### src/common/nca_defines.svh
// Constants for the nibble core: opcodes, reset values and machine-cycle timing.
`ifndef NCA_DEFINES_SVH
`define NCA_DEFINES_SVH

// ************************************************************
// Timing
// ************************************************************
`define NCA_CLK_PERIOD_NS    40
`define NCA_STATE_TIME_NS    40
`define NCA_STATE_CYCLES     ((`NCA_STATE_TIME_NS + `NCA_CLK_PERIOD_NS - 1) / `NCA_CLK_PERIOD_NS)
`define NCA_STATES_PER_CYCLE 4

// ************************************************************
// Reset values
// ************************************************************
`define NCA_PC_RESET    12'h000
`define NCA_NIB_RESET   4'h0

// ************************************************************
// One-byte opcodes
// ************************************************************
`define NCA_OP_MOV_A_M01 8'h04
`define NCA_OP_MOV_A_M23 8'h05
`define NCA_OP_MOV_M01_A 8'h06
`define NCA_OP_MOV_M23_A 8'h07
`define NCA_OP_ADC_M     8'h08
`define NCA_OP_ADD_M     8'h09
`define NCA_OP_SUB_M     8'h0a
`define NCA_OP_SBC_M     8'h0b
`define NCA_OP_INC_M01   8'h0c
`define NCA_OP_DEC_M01   8'h0d
`define NCA_OP_INC_M23   8'h0e
`define NCA_OP_DEC_M23   8'h0f
`define NCA_OP_AND_A_M   8'h1a
`define NCA_OP_OR_A_M    8'h1b
`define NCA_OP_XOR_A_M   8'h1c
`define NCA_OP_AND_M_A   8'h1d
`define NCA_OP_OR_M_A    8'h1e
`define NCA_OP_XOR_M_A   8'h1f
`define NCA_OP_CLC       8'h2a
`define NCA_OP_STC       8'h2b
`define NCA_OP_INC_A     8'h31
`define NCA_OP_DAA       8'h36
`define NCA_OP_DEC_A     8'h3f
// High nibbles of register and immediate groups.
`define NCA_GRP_INCDEC_R 4'h1
`define NCA_GRP_MOV_R    4'h2
`define NCA_GRP_MOV_A_X  4'h7
`define NCA_LAST_REG     3'h4

// ************************************************************
// Two-byte opcodes
// ************************************************************
`define NCA_OP_ADD_X     8'h40
`define NCA_OP_SUB_X     8'h41
`define NCA_OP_AND_X     8'h42
`define NCA_OP_XOR_X     8'h43
`define NCA_OP_OR_X      8'h44
`define NCA_OP_MOV_R4_X  8'h46
`define NCA_OP_MOV_P01_X 8'h50
`define NCA_OP_MOV_P23_X 8'h51

`endif

### src/common/nca_pkg.sv
// Types shared by the nibble core and its arithmetic unit.
package nca_pkg;

    // Machine-cycle states, Gray coded along the sequence.
    typedef enum logic [1:0] {
        NCA_FIRST_STATE  = 2'b00,
        NCA_SECOND_STATE = 2'b01,
        NCA_THIRD_STATE  = 2'b11,
        NCA_LAST_STATE   = 2'b10
    } nca_state_t;

    // Arithmetic unit operations.
    typedef enum logic [3:0] {
        NCA_ALU_ADD  = 4'h0,
        NCA_ALU_ADC  = 4'h1,
        NCA_ALU_SUB  = 4'h2,
        NCA_ALU_SBC  = 4'h3,
        NCA_ALU_AND  = 4'h4,
        NCA_ALU_OR   = 4'h5,
        NCA_ALU_XOR  = 4'h6,
        NCA_ALU_INC  = 4'h7,
        NCA_ALU_DEC  = 4'h8,
        NCA_ALU_DAA  = 4'h9,
        NCA_ALU_PASS = 4'ha
    } nca_alu_op_t;

endpackage

### src/core/nca_alu.sv
// Combinational 4-bit arithmetic and logic unit of the nibble core.
`timescale 1ns/1ps
module nca_alu
(
    input  wire logic                 i_cin,
    input  wire logic [3:0]           i_a,
    input  wire logic [3:0]           i_b,
    input  wire nca_pkg::nca_alu_op_t i_op,
    output logic      [3:0]           o_y,
    output logic                      o_cout
);

    logic [4:0] sum;

    // ************************************************************
    // Operation select
    // ************************************************************
    // Subtraction reports a borrow in the carry out, so carry set means the result wrapped.
    always_comb
    begin
        sum = 5'h00;
        o_y = i_a;
        o_cout = i_cin;
        unique case (i_op)
            nca_pkg::NCA_ALU_ADD:
            begin
                sum = {1'b0, i_a} + {1'b0, i_b};
                {o_cout, o_y} = sum;
            end
            nca_pkg::NCA_ALU_ADC:
            begin
                sum = {1'b0, i_a} + {1'b0, i_b} + {4'h0, i_cin};
                {o_cout, o_y} = sum;
            end
            nca_pkg::NCA_ALU_SUB:
            begin
                sum = {1'b0, i_a} - {1'b0, i_b};
                {o_cout, o_y} = sum;
            end
            nca_pkg::NCA_ALU_SBC:
            begin
                sum = {1'b0, i_a} - {1'b0, i_b} - {4'h0, i_cin};
                {o_cout, o_y} = sum;
            end
            nca_pkg::NCA_ALU_AND:  o_y = i_a & i_b;
            nca_pkg::NCA_ALU_OR:   o_y = i_a | i_b;
            nca_pkg::NCA_ALU_XOR:  o_y = i_a ^ i_b;
            nca_pkg::NCA_ALU_INC:  o_y = i_a + 4'h1; // Wraps modulo sixteen.
            nca_pkg::NCA_ALU_DEC:  o_y = i_a - 4'h1;
            nca_pkg::NCA_ALU_DAA: // RULE6 RULE15
            begin
                if ((i_a > 4'h9) || i_cin)
                begin
                    o_y = i_a + 4'h6;
                    o_cout = 1'b1;
                end
            end
            nca_pkg::NCA_ALU_PASS: o_y = i_b;
            default:               o_y = i_a;
        endcase
    end

endmodule // nca_alu

### src/core/nca_core.sv
// Nibble core: machine-cycle sequencer, instruction decode, registers and data memory.
// Notes on behaviour
// (RULE1) A machine cycle is four states, first to last, one clock each.
// (RULE2) Add memory at first pointer to accumulator, set carry; one byte, one cycle.
// (RULE3) Add memory at first pointer plus carry to accumulator; one byte, one cycle.
// (RULE4) Subtract memory, or memory and borrow, from accumulator; carry updated; one cycle.
// (RULE5) Immediate add and subtract update accumulator and carry; two bytes, two cycles.
// (RULE6) Decimal adjust corrects accumulator to BCD, may set carry; one cycle.
// (RULE7) AND, OR, XOR of memory into accumulator keep carry; one cycle.
// (RULE8) AND, OR, XOR into memory write back the location, keep carry; one cycle.
// (RULE9) AND, OR, XOR with immediate into accumulator keep carry; two cycles.
// (RULE10) Move any of five working registers to or from accumulator; one cycle.
// (RULE11) Move nibble between accumulator and memory at either pointer pair; one cycle.
// (RULE12) Load immediate nibble into accumulator with a one-byte instruction.
// (RULE13) Load an immediate byte across either pointer pair; two bytes, two cycles.
// (RULE14) Load immediate nibble into the fifth working register; two cycles.
// (RULE15) Decimal adjust adds six and sets carry when above nine or carry set.
// (RULE16) Decrement accumulator, register or memory by one, carry unchanged.
// (RULE17) Increment accumulator, register or memory modulo sixteen, carry unchanged.
// (RULE18) Two-byte instructions fetch the operand next; counter passes both bytes.
`timescale 1ns/1ps
`include "nca_defines.svh"
module nca_core
#(
    parameter int PC_WIDTH  = 12,
    parameter int RAM_DEPTH = 256
)
(
    input  wire logic                I_REF_CLK,
    input  wire logic                I_RESETN,
    input  wire logic [7:0]          I_PROG_DATA,
    output logic      [PC_WIDTH-1:0] O_PROG_ADDR,
    output logic      [3:0]          O_ACC,
    output logic                     O_CARRY,
    output logic      [1:0]          O_STATE
);

    // ************************************************************
    // Decode helpers
    // ************************************************************
    function automatic logic is_two_byte(input logic [7:0] op);
        return (op[7:4] == 4'h4) || (op == `NCA_OP_MOV_P01_X) || (op == `NCA_OP_MOV_P23_X);
    endfunction

    function automatic logic is_reg_op(input logic [7:0] op, input logic [3:0] grp);
        return (op[7:4] == grp) && (op[3:1] <= `NCA_LAST_REG);
    endfunction

    nca_pkg::nca_state_t  state_r, state_nxt;
    logic [PC_WIDTH-1:0]  pc_r, pc_nxt, addr_r, addr_nxt;
    logic [7:0]           byte_r, byte_nxt, opc_r, opc_nxt;
    logic                 second_r, second_nxt, cf_r, cf_nxt;
    logic [3:0]           acc_r, acc_nxt;
    logic [3:0]           wr_r [0:4];
    logic [3:0]           wr_nxt [0:4];
    logic [3:0]           ram [0:RAM_DEPTH-1];
    logic                 ram_we, do_exec, cf_we;
    logic [7:0]           ram_waddr, exec_op, imm;
    logic [7:0]           ptr01, ptr23;
    logic [3:0]           mem01, mem23, alu_a, alu_b, alu_y;
    logic                 alu_cout;
    logic [2:0]           rn;
    nca_pkg::nca_alu_op_t alu_op;

    assign ptr01 = {wr_r[1], wr_r[0]};
    assign ptr23 = {wr_r[3], wr_r[2]};
    assign mem01 = ram[ptr01];
    assign mem23 = ram[ptr23];

    nca_alu u_alu
    (
        .i_cin  (cf_r),
        .i_a    (alu_a),
        .i_b    (alu_b),
        .i_op   (alu_op),
        .o_y    (alu_y),
        .o_cout (alu_cout)
    );

    // ************************************************************
    // Sequencer, fetch and execute
    // ************************************************************
    // Address leaves in the first state, the byte is taken in the third state, so program
    // memory gets two full states of settling time; results land at the end of the last state.
    always_comb
    begin
        state_nxt = state_r;
        pc_nxt = pc_r;
        addr_nxt = addr_r;
        byte_nxt = byte_r;
        opc_nxt = opc_r;
        second_nxt = second_r;
        acc_nxt = acc_r;
        cf_nxt = cf_r;
        for (int k = 0; k < 5; k++)
        begin
            wr_nxt[k] = wr_r[k];
        end
        ram_we = 1'b0;
        ram_waddr = ptr01;
        do_exec = 1'b0;
        cf_we = 1'b0;
        exec_op = 8'h00;
        imm = 8'h00;
        alu_op = nca_pkg::NCA_ALU_PASS;
        alu_a = acc_r;
        alu_b = mem01;
        rn = 3'h0;
        unique case (state_r) // RULE1
            nca_pkg::NCA_FIRST_STATE:
            begin
                addr_nxt = pc_r;
                state_nxt = nca_pkg::NCA_SECOND_STATE;
            end
            nca_pkg::NCA_SECOND_STATE: state_nxt = nca_pkg::NCA_THIRD_STATE;
            nca_pkg::NCA_THIRD_STATE:
            begin
                byte_nxt = I_PROG_DATA;
                state_nxt = nca_pkg::NCA_LAST_STATE;
            end
            nca_pkg::NCA_LAST_STATE:
            begin
                state_nxt = nca_pkg::NCA_FIRST_STATE;
                pc_nxt = pc_r + {{(PC_WIDTH-1){1'b0}}, 1'b1}; // RULE18
                if (second_r)
                begin
                    exec_op = opc_r; // RULE18
                    imm = byte_r;
                    do_exec = 1'b1;
                    second_nxt = 1'b0;
                end
                else if (is_two_byte(byte_r))
                begin
                    opc_nxt = byte_r; // RULE18
                    second_nxt = 1'b1;
                end
                else
                begin
                    exec_op = byte_r;
                    imm = {4'h0, byte_r[3:0]};
                    do_exec = 1'b1;
                end
            end
        endcase
        rn = exec_op[3:1];
        if (do_exec)
        begin
            // Specific codes come before the register groups that share their high nibble.
            priority casez (exec_op)
                `NCA_OP_ADD_M:   begin alu_op = nca_pkg::NCA_ALU_ADD; cf_we = 1'b1; end // RULE2
                `NCA_OP_ADC_M:   begin alu_op = nca_pkg::NCA_ALU_ADC; cf_we = 1'b1; end // RULE3
                `NCA_OP_SUB_M:   begin alu_op = nca_pkg::NCA_ALU_SUB; cf_we = 1'b1; end // RULE4
                `NCA_OP_SBC_M:   begin alu_op = nca_pkg::NCA_ALU_SBC; cf_we = 1'b1; end // RULE4
                `NCA_OP_ADD_X:   begin alu_op = nca_pkg::NCA_ALU_ADD; alu_b = imm[3:0];
                                       cf_we = 1'b1; end // RULE5
                `NCA_OP_SUB_X:   begin alu_op = nca_pkg::NCA_ALU_SUB; alu_b = imm[3:0];
                                       cf_we = 1'b1; end // RULE5
                `NCA_OP_DAA:     begin alu_op = nca_pkg::NCA_ALU_DAA; cf_we = 1'b1; end // RULE6
                `NCA_OP_AND_A_M: alu_op = nca_pkg::NCA_ALU_AND; // RULE7
                `NCA_OP_OR_A_M:  alu_op = nca_pkg::NCA_ALU_OR;  // RULE7
                `NCA_OP_XOR_A_M: alu_op = nca_pkg::NCA_ALU_XOR; // RULE7
                `NCA_OP_AND_M_A: begin alu_op = nca_pkg::NCA_ALU_AND; ram_we = 1'b1; end // RULE8
                `NCA_OP_OR_M_A:  begin alu_op = nca_pkg::NCA_ALU_OR;  ram_we = 1'b1; end // RULE8
                `NCA_OP_XOR_M_A: begin alu_op = nca_pkg::NCA_ALU_XOR; ram_we = 1'b1; end // RULE8
                `NCA_OP_AND_X:   begin alu_op = nca_pkg::NCA_ALU_AND; alu_b = imm[3:0]; end // RULE9
                `NCA_OP_OR_X:    begin alu_op = nca_pkg::NCA_ALU_OR;  alu_b = imm[3:0]; end // RULE9
                `NCA_OP_XOR_X:   begin alu_op = nca_pkg::NCA_ALU_XOR; alu_b = imm[3:0]; end // RULE9
                `NCA_OP_INC_A:   alu_op = nca_pkg::NCA_ALU_INC; // RULE17
                `NCA_OP_DEC_A:   alu_op = nca_pkg::NCA_ALU_DEC; // RULE16
                `NCA_OP_INC_M01: begin alu_op = nca_pkg::NCA_ALU_INC; alu_a = mem01;
                                       ram_we = 1'b1; end // RULE17
                `NCA_OP_DEC_M01: begin alu_op = nca_pkg::NCA_ALU_DEC; alu_a = mem01;
                                       ram_we = 1'b1; end // RULE16
                `NCA_OP_INC_M23: begin alu_op = nca_pkg::NCA_ALU_INC; alu_a = mem23;
                                       ram_waddr = ptr23; ram_we = 1'b1; end // RULE17
                `NCA_OP_DEC_M23: begin alu_op = nca_pkg::NCA_ALU_DEC; alu_a = mem23;
                                       ram_waddr = ptr23; ram_we = 1'b1; end // RULE16
                `NCA_OP_MOV_A_M01: acc_nxt = mem01; // RULE11
                `NCA_OP_MOV_A_M23: acc_nxt = mem23; // RULE11
                `NCA_OP_MOV_M01_A: begin alu_b = acc_r; ram_we = 1'b1; end // RULE11
                `NCA_OP_MOV_M23_A: begin alu_b = acc_r; ram_waddr = ptr23; ram_we = 1'b1; end
                `NCA_OP_CLC:       cf_nxt = 1'b0;
                `NCA_OP_STC:       cf_nxt = 1'b1;
                `NCA_OP_MOV_R4_X:  wr_nxt[4] = imm[3:0]; // RULE14
                `NCA_OP_MOV_P01_X: {wr_nxt[1], wr_nxt[0]} = imm; // RULE13
                `NCA_OP_MOV_P23_X: {wr_nxt[3], wr_nxt[2]} = imm; // RULE13
                {`NCA_GRP_MOV_A_X, 4'h?}: acc_nxt = imm[3:0]; // RULE12
                default:
                begin
                    if (is_reg_op(exec_op, `NCA_GRP_INCDEC_R))
                    begin
                        alu_a = wr_r[rn];
                        alu_op = exec_op[0] ? nca_pkg::NCA_ALU_DEC : nca_pkg::NCA_ALU_INC;
                        wr_nxt[rn] = alu_y; // RULE16 RULE17
                    end
                    else if (is_reg_op(exec_op, `NCA_GRP_MOV_R))
                    begin
                        if (exec_op[0])
                        begin
                            wr_nxt[rn] = acc_r; // RULE10
                        end
                        else
                        begin
                            acc_nxt = wr_r[rn]; // RULE10
                        end
                    end
                end
            endcase
            // Arithmetic and logic results go to the accumulator unless memory or a working register is the target.
            if ((alu_op != nca_pkg::NCA_ALU_PASS) && !ram_we &&
                !is_reg_op(exec_op, `NCA_GRP_INCDEC_R))
            begin
                acc_nxt = alu_y;
            end
            if (cf_we)
            begin
                cf_nxt = alu_cout;
            end
        end
    end

    // ************************************************************
    // State registers
    // ************************************************************
    // Data memory is not reset; its content after power-up is undefined, as in the part.
    always_ff @(posedge I_REF_CLK)
    begin
        if (!I_RESETN)
        begin
            state_r <= nca_pkg::NCA_FIRST_STATE;
            pc_r <= `NCA_PC_RESET;
            addr_r <= `NCA_PC_RESET;
            byte_r <= 8'h00;
            opc_r <= 8'h00;
            second_r <= 1'b0;
            acc_r <= `NCA_NIB_RESET;
            cf_r <= 1'b0;
            wr_r <= '{default: `NCA_NIB_RESET};
        end
        else
        begin
            state_r <= state_nxt;
            pc_r <= pc_nxt;
            addr_r <= addr_nxt;
            byte_r <= byte_nxt;
            opc_r <= opc_nxt;
            second_r <= second_nxt;
            acc_r <= acc_nxt;
            cf_r <= cf_nxt;
            wr_r <= wr_nxt;
            if (ram_we)
            begin
                ram[ram_waddr] <= alu_y;
            end
        end
    end

    assign O_PROG_ADDR = addr_r;
    assign O_ACC = acc_r;
    assign O_CARRY = cf_r;
    assign O_STATE = state_r;

    // ************************************************************
    // Checks
    // ************************************************************
    state_walk_a: assert property (@(posedge I_REF_CLK) disable iff (!I_RESETN) // RULE1
        state_r == nca_pkg::NCA_FIRST_STATE |=> state_r == nca_pkg::NCA_SECOND_STATE
        ##1 state_r == nca_pkg::NCA_THIRD_STATE ##1 state_r == nca_pkg::NCA_LAST_STATE
        ##1 state_r == nca_pkg::NCA_FIRST_STATE)
        else $error("Machine cycle states out of order.");

    pc_two_byte_a: assert property (@(posedge I_REF_CLK) disable iff (!I_RESETN) // RULE18
        (state_r == nca_pkg::NCA_LAST_STATE && !second_r && is_two_byte(byte_r))
        |-> ##5 (pc_r == $past(pc_r, 5) + {{(PC_WIDTH-2){1'b0}}, 2'b10}) && !second_r)
        else $error("Two-byte instruction did not advance the counter by two.");

    add_mem_a: assert property (@(posedge I_REF_CLK) disable iff (!I_RESETN) // RULE2
        (do_exec && exec_op == `NCA_OP_ADD_M)
        |=> {cf_r, acc_r} == {1'b0, $past(acc_r)} + {1'b0, $past(mem01)})
        else $error("Add from memory gave a wrong sum or carry.");

    adc_mem_a: assert property (@(posedge I_REF_CLK) disable iff (!I_RESETN) // RULE3
        (do_exec && exec_op == `NCA_OP_ADC_M)
        |=> {cf_r, acc_r} == {1'b0, $past(acc_r)} + {1'b0, $past(mem01)} + {4'h0, $past(cf_r)})
        else $error("Add with carry gave a wrong sum or carry.");

    carry_kept_a: assert property (@(posedge I_REF_CLK) disable iff (!I_RESETN) // RULE7
        (do_exec && !cf_we && exec_op != `NCA_OP_CLC && exec_op != `NCA_OP_STC)
        |=> $stable(cf_r))
        else $error("Carry changed on an instruction that keeps it.");

    daa_adjust_a: assert property (@(posedge I_REF_CLK) disable iff (!I_RESETN) // RULE15
        (do_exec && exec_op == `NCA_OP_DAA && (acc_r > 4'h9 || cf_r))
        |=> acc_r == $past(acc_r) + 4'h6 && cf_r)
        else $error("Decimal adjust did not add six and set carry.");

    ptr_load_a: assert property (@(posedge I_REF_CLK) disable iff (!I_RESETN) // RULE13
        (do_exec && exec_op == `NCA_OP_MOV_P01_X)
        |=> {wr_r[1], wr_r[0]} == $past(byte_r))
        else $error("Pointer pair load wrote the wrong byte.");

    acc_timing_a: assert property (@(posedge I_REF_CLK) disable iff (!I_RESETN) // RULE11
        state_r != nca_pkg::NCA_LAST_STATE |=> $stable(acc_r) && $stable(cf_r))
        else $error("Accumulator or carry changed outside the last state.");

    r4_load_a: assert property (@(posedge I_REF_CLK) disable iff (!I_RESETN) // RULE14
        (do_exec && exec_op == `NCA_OP_MOV_R4_X) |=> wr_r[4] == $past(byte_r[3:0]))
        else $error("Fifth working register load failed.");

endmodule // nca_core

### config.mk
export PLATFORM = sky130hd
export DESIGN_NAME = nca_core
export DESIGN_NICKNAME = d
export VERILOG_FILES = /design/src/common/nca_pkg.sv /design/src/core/nca_alu.sv /design/src/core/nca_core.sv
export VERILOG_INCLUDE_DIRS = /design/src /design/src/common
export SDC_FILE = /design/constraint.sdc
export NUM_CORES = 2
export LEC_CHECK = 0
export ABC_AREA = 1
export BUFFER_PORTS_ARGS = -buffer_cell sky130_fd_sc_hd__buf_2
export CORE_MARGIN = 5
export CORE_UTILIZATION = 25
export DETAILED_ROUTE_END_ITERATION = 8
export GPL_TIMING_DRIVEN = 0
export PLACE_DENSITY = 0.37
export REMOVE_ABC_BUFFERS = 1
export SYNTH_ARGS = -nofsm -noshare
export SYNTH_HDL_FRONTEND = slang
export SYNTH_SLANG_ARGS = --single-unit
### constraint.sdc
create_clock -name I_REF_CLK -period 8.85 [get_ports I_REF_CLK]
set_input_delay 0.885 -clock I_REF_CLK [delete_from_list [all_inputs] [get_ports I_REF_CLK]]
set_output_delay 0.885 -clock I_REF_CLK [all_outputs]
set_load 0.05 [all_outputs]
Word-level counts from Yosys, hierarchy flattened
Memories as Yosys holds them, arrays and structs flattened. A register that Yosys moved wholly into a read port is not among the register bits.
Index checks and enable logic that the tools add are counted.
{ "op_classes": {"n_addsub": 8, "magnitude_cmp": 4, "n_eq_ne": 56, "n_mux": 60, "bitwise": 8, "reduce_logical": 46} }
{ "op_table": {"columns": ["operator", "n"], "rows": [
  ["31-bit OR reduction", 3],
  ["8-bit 2-to-1 mux", 11],
  ["4-bit one-hot mux with 11 select lines", 2],
  ["8-bit by 7-bit equality test with 1-bit output (second input constant)", 10],
  ["8-bit by 4-bit equality test with 1-bit output (second input constant)", 8],
  ["4-bit 2-to-1 mux", 16],
  ["20-bit 2-to-1 mux", 3],
  ["8-bit by 5-bit equality test with 1-bit output (second input constant)", 6],
  ["20-bit bitwise mux", 2],
  ["8-bit by 6-bit equality test with 1-bit output (second input constant)", 5],
  ["8-bit by 3-bit equality test with 1-bit output (second input constant)", 4],
  ["8-bit one-hot mux with 2 select lines", 2],
  ["29-bit OR reduction", 1],
  ["28-bit OR reduction", 1],
  ["4-bit by 3-bit equality test with 1-bit output (second input constant)", 6],
  ["3-bit nonzero test", 7],
  ["3-bit OR reduction", 6],
  ["4-bit one-hot mux with 2 select lines", 2],
  ["4-bit one-hot mux with 4 select lines", 1],
  ["4-bit AND reduction", 4],
  ["1-bit 2-to-1 mux", 15],
  ["12-bit by 1-bit adder with 12-bit output (second input constant)", 1],
  ["4-bit binary-select mux with 3-bit select", 1],
  ["4-bit demux with 3-bit select", 1],
  ["43 further kinds", 64]
]} }
{ "word_totals": {"regBits": 68, "mem_bits_rw": 1024, "inputBits": 10, "output_inout_bits": 19, "n_memories": 1} }
{ "mem_list": {"columns": ["memory", "words", "width", "read_ports", "rd_clocked_by_memory_dff", "wr", "line_no", "text"], "rows": [
  ["ram", 256, 4, 2, 2, 1, "nca_core.sv:56", "logic [3:0] ram [0:RAM_DEPTH-1];"]
]} }

Longest topological paths before layout
{ "logic_depth": {"ltp_word": 22, "depth_mapped": 33} }

By module
A second synthesis with hierarchy kept.
{ "unflattened": {"hier_cells": 6785, "hier_area_um2": 57809.2} }
{ "modules_own_cells": {"columns": ["module", "n_inst", "cells_per_inst", "area_per_inst_um2", "seq_area_each_um2"], "rows": [
  ["nca_core", 1, 6576, 56658.1, 32431.1],
  ["nca_alu", 1, 209, 1151.1, 0.0]
]} }

Worst setup path before layout
Ideal clock, no wire load.
{ "synth_timing": {"path_type": "reg2reg", "start": "register state_r[1], in the netlist O_STATE[1]", "end": "memory ram[0][0], data pin", "arrival_time_ns": 5.563, "t_required_ns": 7.600, "path_slack_ns": 2.037, "path_stages_with_launch": 21, "cell_sequence": "dfxtp_1 -> inv_2 -> nor2_4 -> buf_6 -> nand3_4 -> nand2_2 -> nor2_2 -> nand2_2 -> nand3_4 -> nor2_2 -> nand2_2 -> nor2_8 -> nand3_1 -> nand4_1 -> inv_1 -> ha_1 -> ha_1 -> o21ai_0 -> a21oi_1 -> o21a_1 -> nand4_2"} }
{ "synth_via": {"elab_chain_cells": 13, "word_cells_on_any_way": 91, "classes_between": "7 x add/sub; 2 x order compare; 44 x eq/ne; 18 x mux; 4 x bitwise; 16 x reduce/logical"} }
{ "synth_lines": {"columns": ["item", "line_no", "text"], "rows": [
  ["start: declaration", "nca_core.sv:49", "nca_pkg::nca_state_t state_r, state_nxt;"],
  ["start signal: assignment", "nca_core.sv:230", "state_r <= nca_pkg::NCA_FIRST_STATE;"],
  ["start signal: assignment", "nca_core.sv:242", "state_r <= state_nxt;"],
  ["2-bit equality test *", "nca_core.sv:109", "unique case (state_r)"],
  ["branches (longest 11 deep; another with 4-bit by 4-bit subtractor with 5-bit output)", null, null],
  ["4-bit one-hot mux with 11 select lines *", "nca_alu.sv:24", "unique case (i_op)"],
  ["via alu_y[0]", "nca_core.sv:60", "logic [3:0] mem01, mem23, alu_a, alu_b, alu_y;"],
  ["end: declaration", "nca_core.sv:56", null]
]} }
Mark *: on every way through the listed nets, which the timed path passes. The select of a mux whose other input is x is not followed.

==> results.sh <==
export IMPL_stdcell_count=9772
export IMPL_antenna_left=0
export IMPL_ys_flop_type="edfxtp_1"
export IMPL_slew_violations=0
export IMPL_hold_buffers=0
export IMPL_final_area_um2=66800
export IMPL_fin_setup_tns_ns=0
export IMPL_finClkSkew_ns=0.0341
export IMPL_yosys_register_bits=1108
export IMPL_cts_inserted_buffers=141
export IMPL_coreArea_um2=233000
export IMPL_synthTopCellsByArea="edfxtp_1, nand3_1, nand2_1"
export IMPL_place_gp_congestion=0.812
export IMPL_path_max_fanout=120
export IMPL_whs_ns=0.395
export IMPL_synthSimpleGateAreaFrac=0.363
export IMPL_ctsRootBufferMaster="clkbuf_16"
export IMPL_io_buffers=28
export IMPL_reg2reg_slack_ns=0.53
export IMPL_clockBufferDepth=3
export IMPL_synth_area_um2=58400
export IMPL_drt_iter0_drc=4789
export IMPL_synth_top_area_cell="edfxtp_1"
export IMPL_ir_worst_vdd_mv=0.109
export IMPL_status="complete, no violations"
export IMPL_cpPeakStageDelay_ns=0.51
export IMPL_num_nets_final=6655
export IMPL_slowest_stage="nand3_4"
export IMPL_cts_tree="built"
export IMPL_synth_edf_count=1024
export IMPL_post_cts_buffers=0
export IMPL_setup_viol=0
export IMPL_die_y_um=493
export IMPL_n_fill_cell=24294
export IMPL_post_synth_top_count_cell="nand2_1"
export IMPL_grt_pass1_vias=49397
export IMPL_synthTopCellsByCount="nand2_1, nand3_1, edfxtp_1"
export IMPL_groute_usage_overall=0.194
export IMPL_pin_count=29
export IMPL_endpoint_kind="flop"
export IMPL_post_route_drc_count=0
export IMPL_firstDrtPassIters=6
export IMPL_crit_family="simple AND/OR/NAND/NOR gates"
export IMPL_grt_max_degree=126
export IMPL_cts_htree_levels=4
export IMPL_synthAdderAreaFrac=0.00531
export IMPL_die_area_um2=243000
export IMPL_placed_cell_area_um2=62300
export IMPL_yosysUniqueCellTypes=56
export IMPL_reg2regPathDepth=29
export IMPL_clk_pin_slew_ns=0.05
export IMPL_synth_async_reset_ratio=0
export IMPL_p_leak_nw=24.0
export IMPL_drive_above_1_share=0.0673
export IMPL_synth_top_area_frac=0.527
export IMPL_p_per_area_nw_per_um2=178
export IMPL_rsz0062_at_grt="no"
export IMPL_reg2reg_to="ram[150][3]"
export IMPL_cp_start_kind="flop"
export IMPL_grt_pass1_wl_um=350000
export IMPL_viasPerCell=5.12
export IMPL_hold_viol_final=0
export IMPL_layout_min_cycle_time_ns=8.32
export IMPL_worstPathRequired_ns=9.31
export IMPL_synth_top_family_by_area="simple AND/OR/NAND/NOR gates"
export IMPL_syn_to_final_growth_pct=14.4
export IMPL_via_count=49994
export IMPL_rows=177
export IMPL_chipWidth_um=493
export IMPL_clock_sinks=1108
export IMPL_wl_per_cell_um=24.9
export IMPL_insertion_delay_ns=0.80
export IMPL_cap_viol_max_count=0
export IMPL_slew_headroom=0.104
export IMPL_hpwl_um=146000
export IMPL_timing_fmax_ghz=0.120
export IMPL_seq_area_frac_synth=0.555
export IMPL_hp_class="in2reg"
export IMPL_cts_resized=0
export IMPL_antenna_found_initial=6
export IMPL_final_util=0.287
export IMPL_cp_depth=29
export IMPL_yosysWarnings=0
export IMPL_worstPathBufferInverterCount=10
export IMPL_synth_xor_area_share=0.00150
export IMPL_synth_compound_area_frac=0.0254
export IMPL_worstSetupPathType="reg2reg"
export IMPL_finalCritPeriodShare=0.941
export IMPL_muxShareOfSynthArea=0
export IMPL_grt_overflow=0
export IMPL_dp_cells=9522
export IMPL_syn_mean_instance_area_um2=8.51
export IMPL_start_util=0.251
export IMPL_drt_total_wl_um=243000
export IMPL_syn_inst=6863
export IMPL_critPathArrivalTime_ns=8.78
export IMPL_tightest_slew_ns=1.34
export IMPL_endpoint="ram[150][3]"
[worst min path at each step]
stage / startpoint / to / slack, ns / depth (start not counted)
after floorplan: opc_r[7] / opc_r[7] / 0.42 / 2
after global placement: opc_r[7] / opc_r[7] / 0.43 / 2
after detailed placement: opc_r[7] / opc_r[7] / 0.43 / 2
after CTS: I_PROG_DATA[0] / byte_r[0] / 0.32 / 3
after global routing: I_PROG_DATA[1] / byte_r[1] / 0.37 / 3
final: I_PROG_DATA[6] / byte_r[6] / 0.40 / 3
[logic make-up after synthesis]
group | count (synthesis)
AO/OA/AOI/OAI | 260
adder cells (fa/ha/maj) | 23
flip-flops | 1108
buffers and inverters | 660
XOR/XNOR | 10
AND/OR/NAND/NOR | 4802
[area by class of cell]
| class | instances | area, um2 | share of cell area |
|---|---|---|---|
| diodes | 1 | 2.50 | 0.0000375 |
| clock buffers | 177 | 3790 | 0.0567 |
| clock inverters | 72 | 683 | 0.0102 |
| inverters | 164 | 668 | 0.0100 |
| multi-input cells | 5095 | 23200 | 0.347 |
| flip-flops and latches | 1108 | 32500 | 0.486 |
| well taps | 3043 | 3810 | 0.0570 |
| repair buffers | 112 | 2250 | 0.0337 |
[cell usage in the layout, fill, tap and decap left out, types with 8 or more instances in the layout]
cell type / synthesis / routed
nand2_1: 2257 / 2245
nand3_1: 2035 / 2031
edfxtp_1: 1024 / 1024
nor2_1: 390 / 390
clkbuf_16: 0 / 145
inv_1: 135 / 129
o21ai_0: 119 / 119
dfxtp_1: 84 / 74
a21oi_1: 72 / 72
buf_16: 0 / 57
nand2_2: 26 / 36
clkinv_1: 3 / 32
clkbuf_1: 173 / 28
buf_2: 229 / 28
buf_12: 0 / 27
inv_2: 25 / 23
nor3_1: 21 / 21
ha_1: 20 / 20
clkinv_2: 0 / 19
o21ai_1: 16 / 16
nand3_2: 9 / 12
bufinv_16: 0 / 12
o22ai_1: 11 / 11
nor2_2: 10 / 10
nor2_4: 9 / 9
nand3_4: 7 / 8
nand4_1: 8 / 8
nand3b_1: 8 / 8
dfxtp_4: 0 / 8
[state kept, by name, indices dropped and copies added, names as in the netlist, named ones only]
| register | count |
|---|---|
| O_ACC | 4 |
| O_CARRY | 1 |
| O_PROG_ADDR | 12 |
| O_STATE | 2 |
| byte_r | 8 |
| opc_r | 8 |
| pc_r | 12 |
| ptr01 | 8 |
| ptr23 | 8 |
| ram | 1024 |
| second_r | 1 |
| wr_r | 4 |
[power by group]
part	total, mW	switching, mW	internal (mW)	leakage (nW)
combinational	0.395	0.308	0.0876	12.0
sequential	5.80	0.0152	5.78	9.90
clock	5.73	2.36	3.37	2.18
total	11.9	2.68	9.24	24.0
[worst reg2reg max path, delay by kind of cell, from the launching register on]
family / cells / cell delay, ns
AOI/OAI and AO/OA: 4 / 0.86
xor gates and xnor gates: 2 / 0.50
adders and majority gates: 1 / 0.38
buffers and inverters: 10 / 2.90
DFF: 1 / 0.35
and+or+nand+nor: 12 / 2.93
[metrics by stage]
step	setup WS (ns)	power [mW]
detailed placement	0.503	6.31
CTS	0.498	12.1
floorplan	-18.03	6.14
global route	0.0474	12.3
global placement	-73.85	6.37
finish	0.525	11.9
[routing by layer]
layer / GRT usage / routed length (um) / vias to the layer above
met4: 0.0700 / 8480 / 2
met2: 0.319 / 114000 / 1811
met1: 0.260 / 106000 / 24608
li1: - / - / 23173
met3: 0.0290 / 14800 / 400
met5: 0 / 13 / -
No activity file was read; power rests on OpenSTA's default activity.
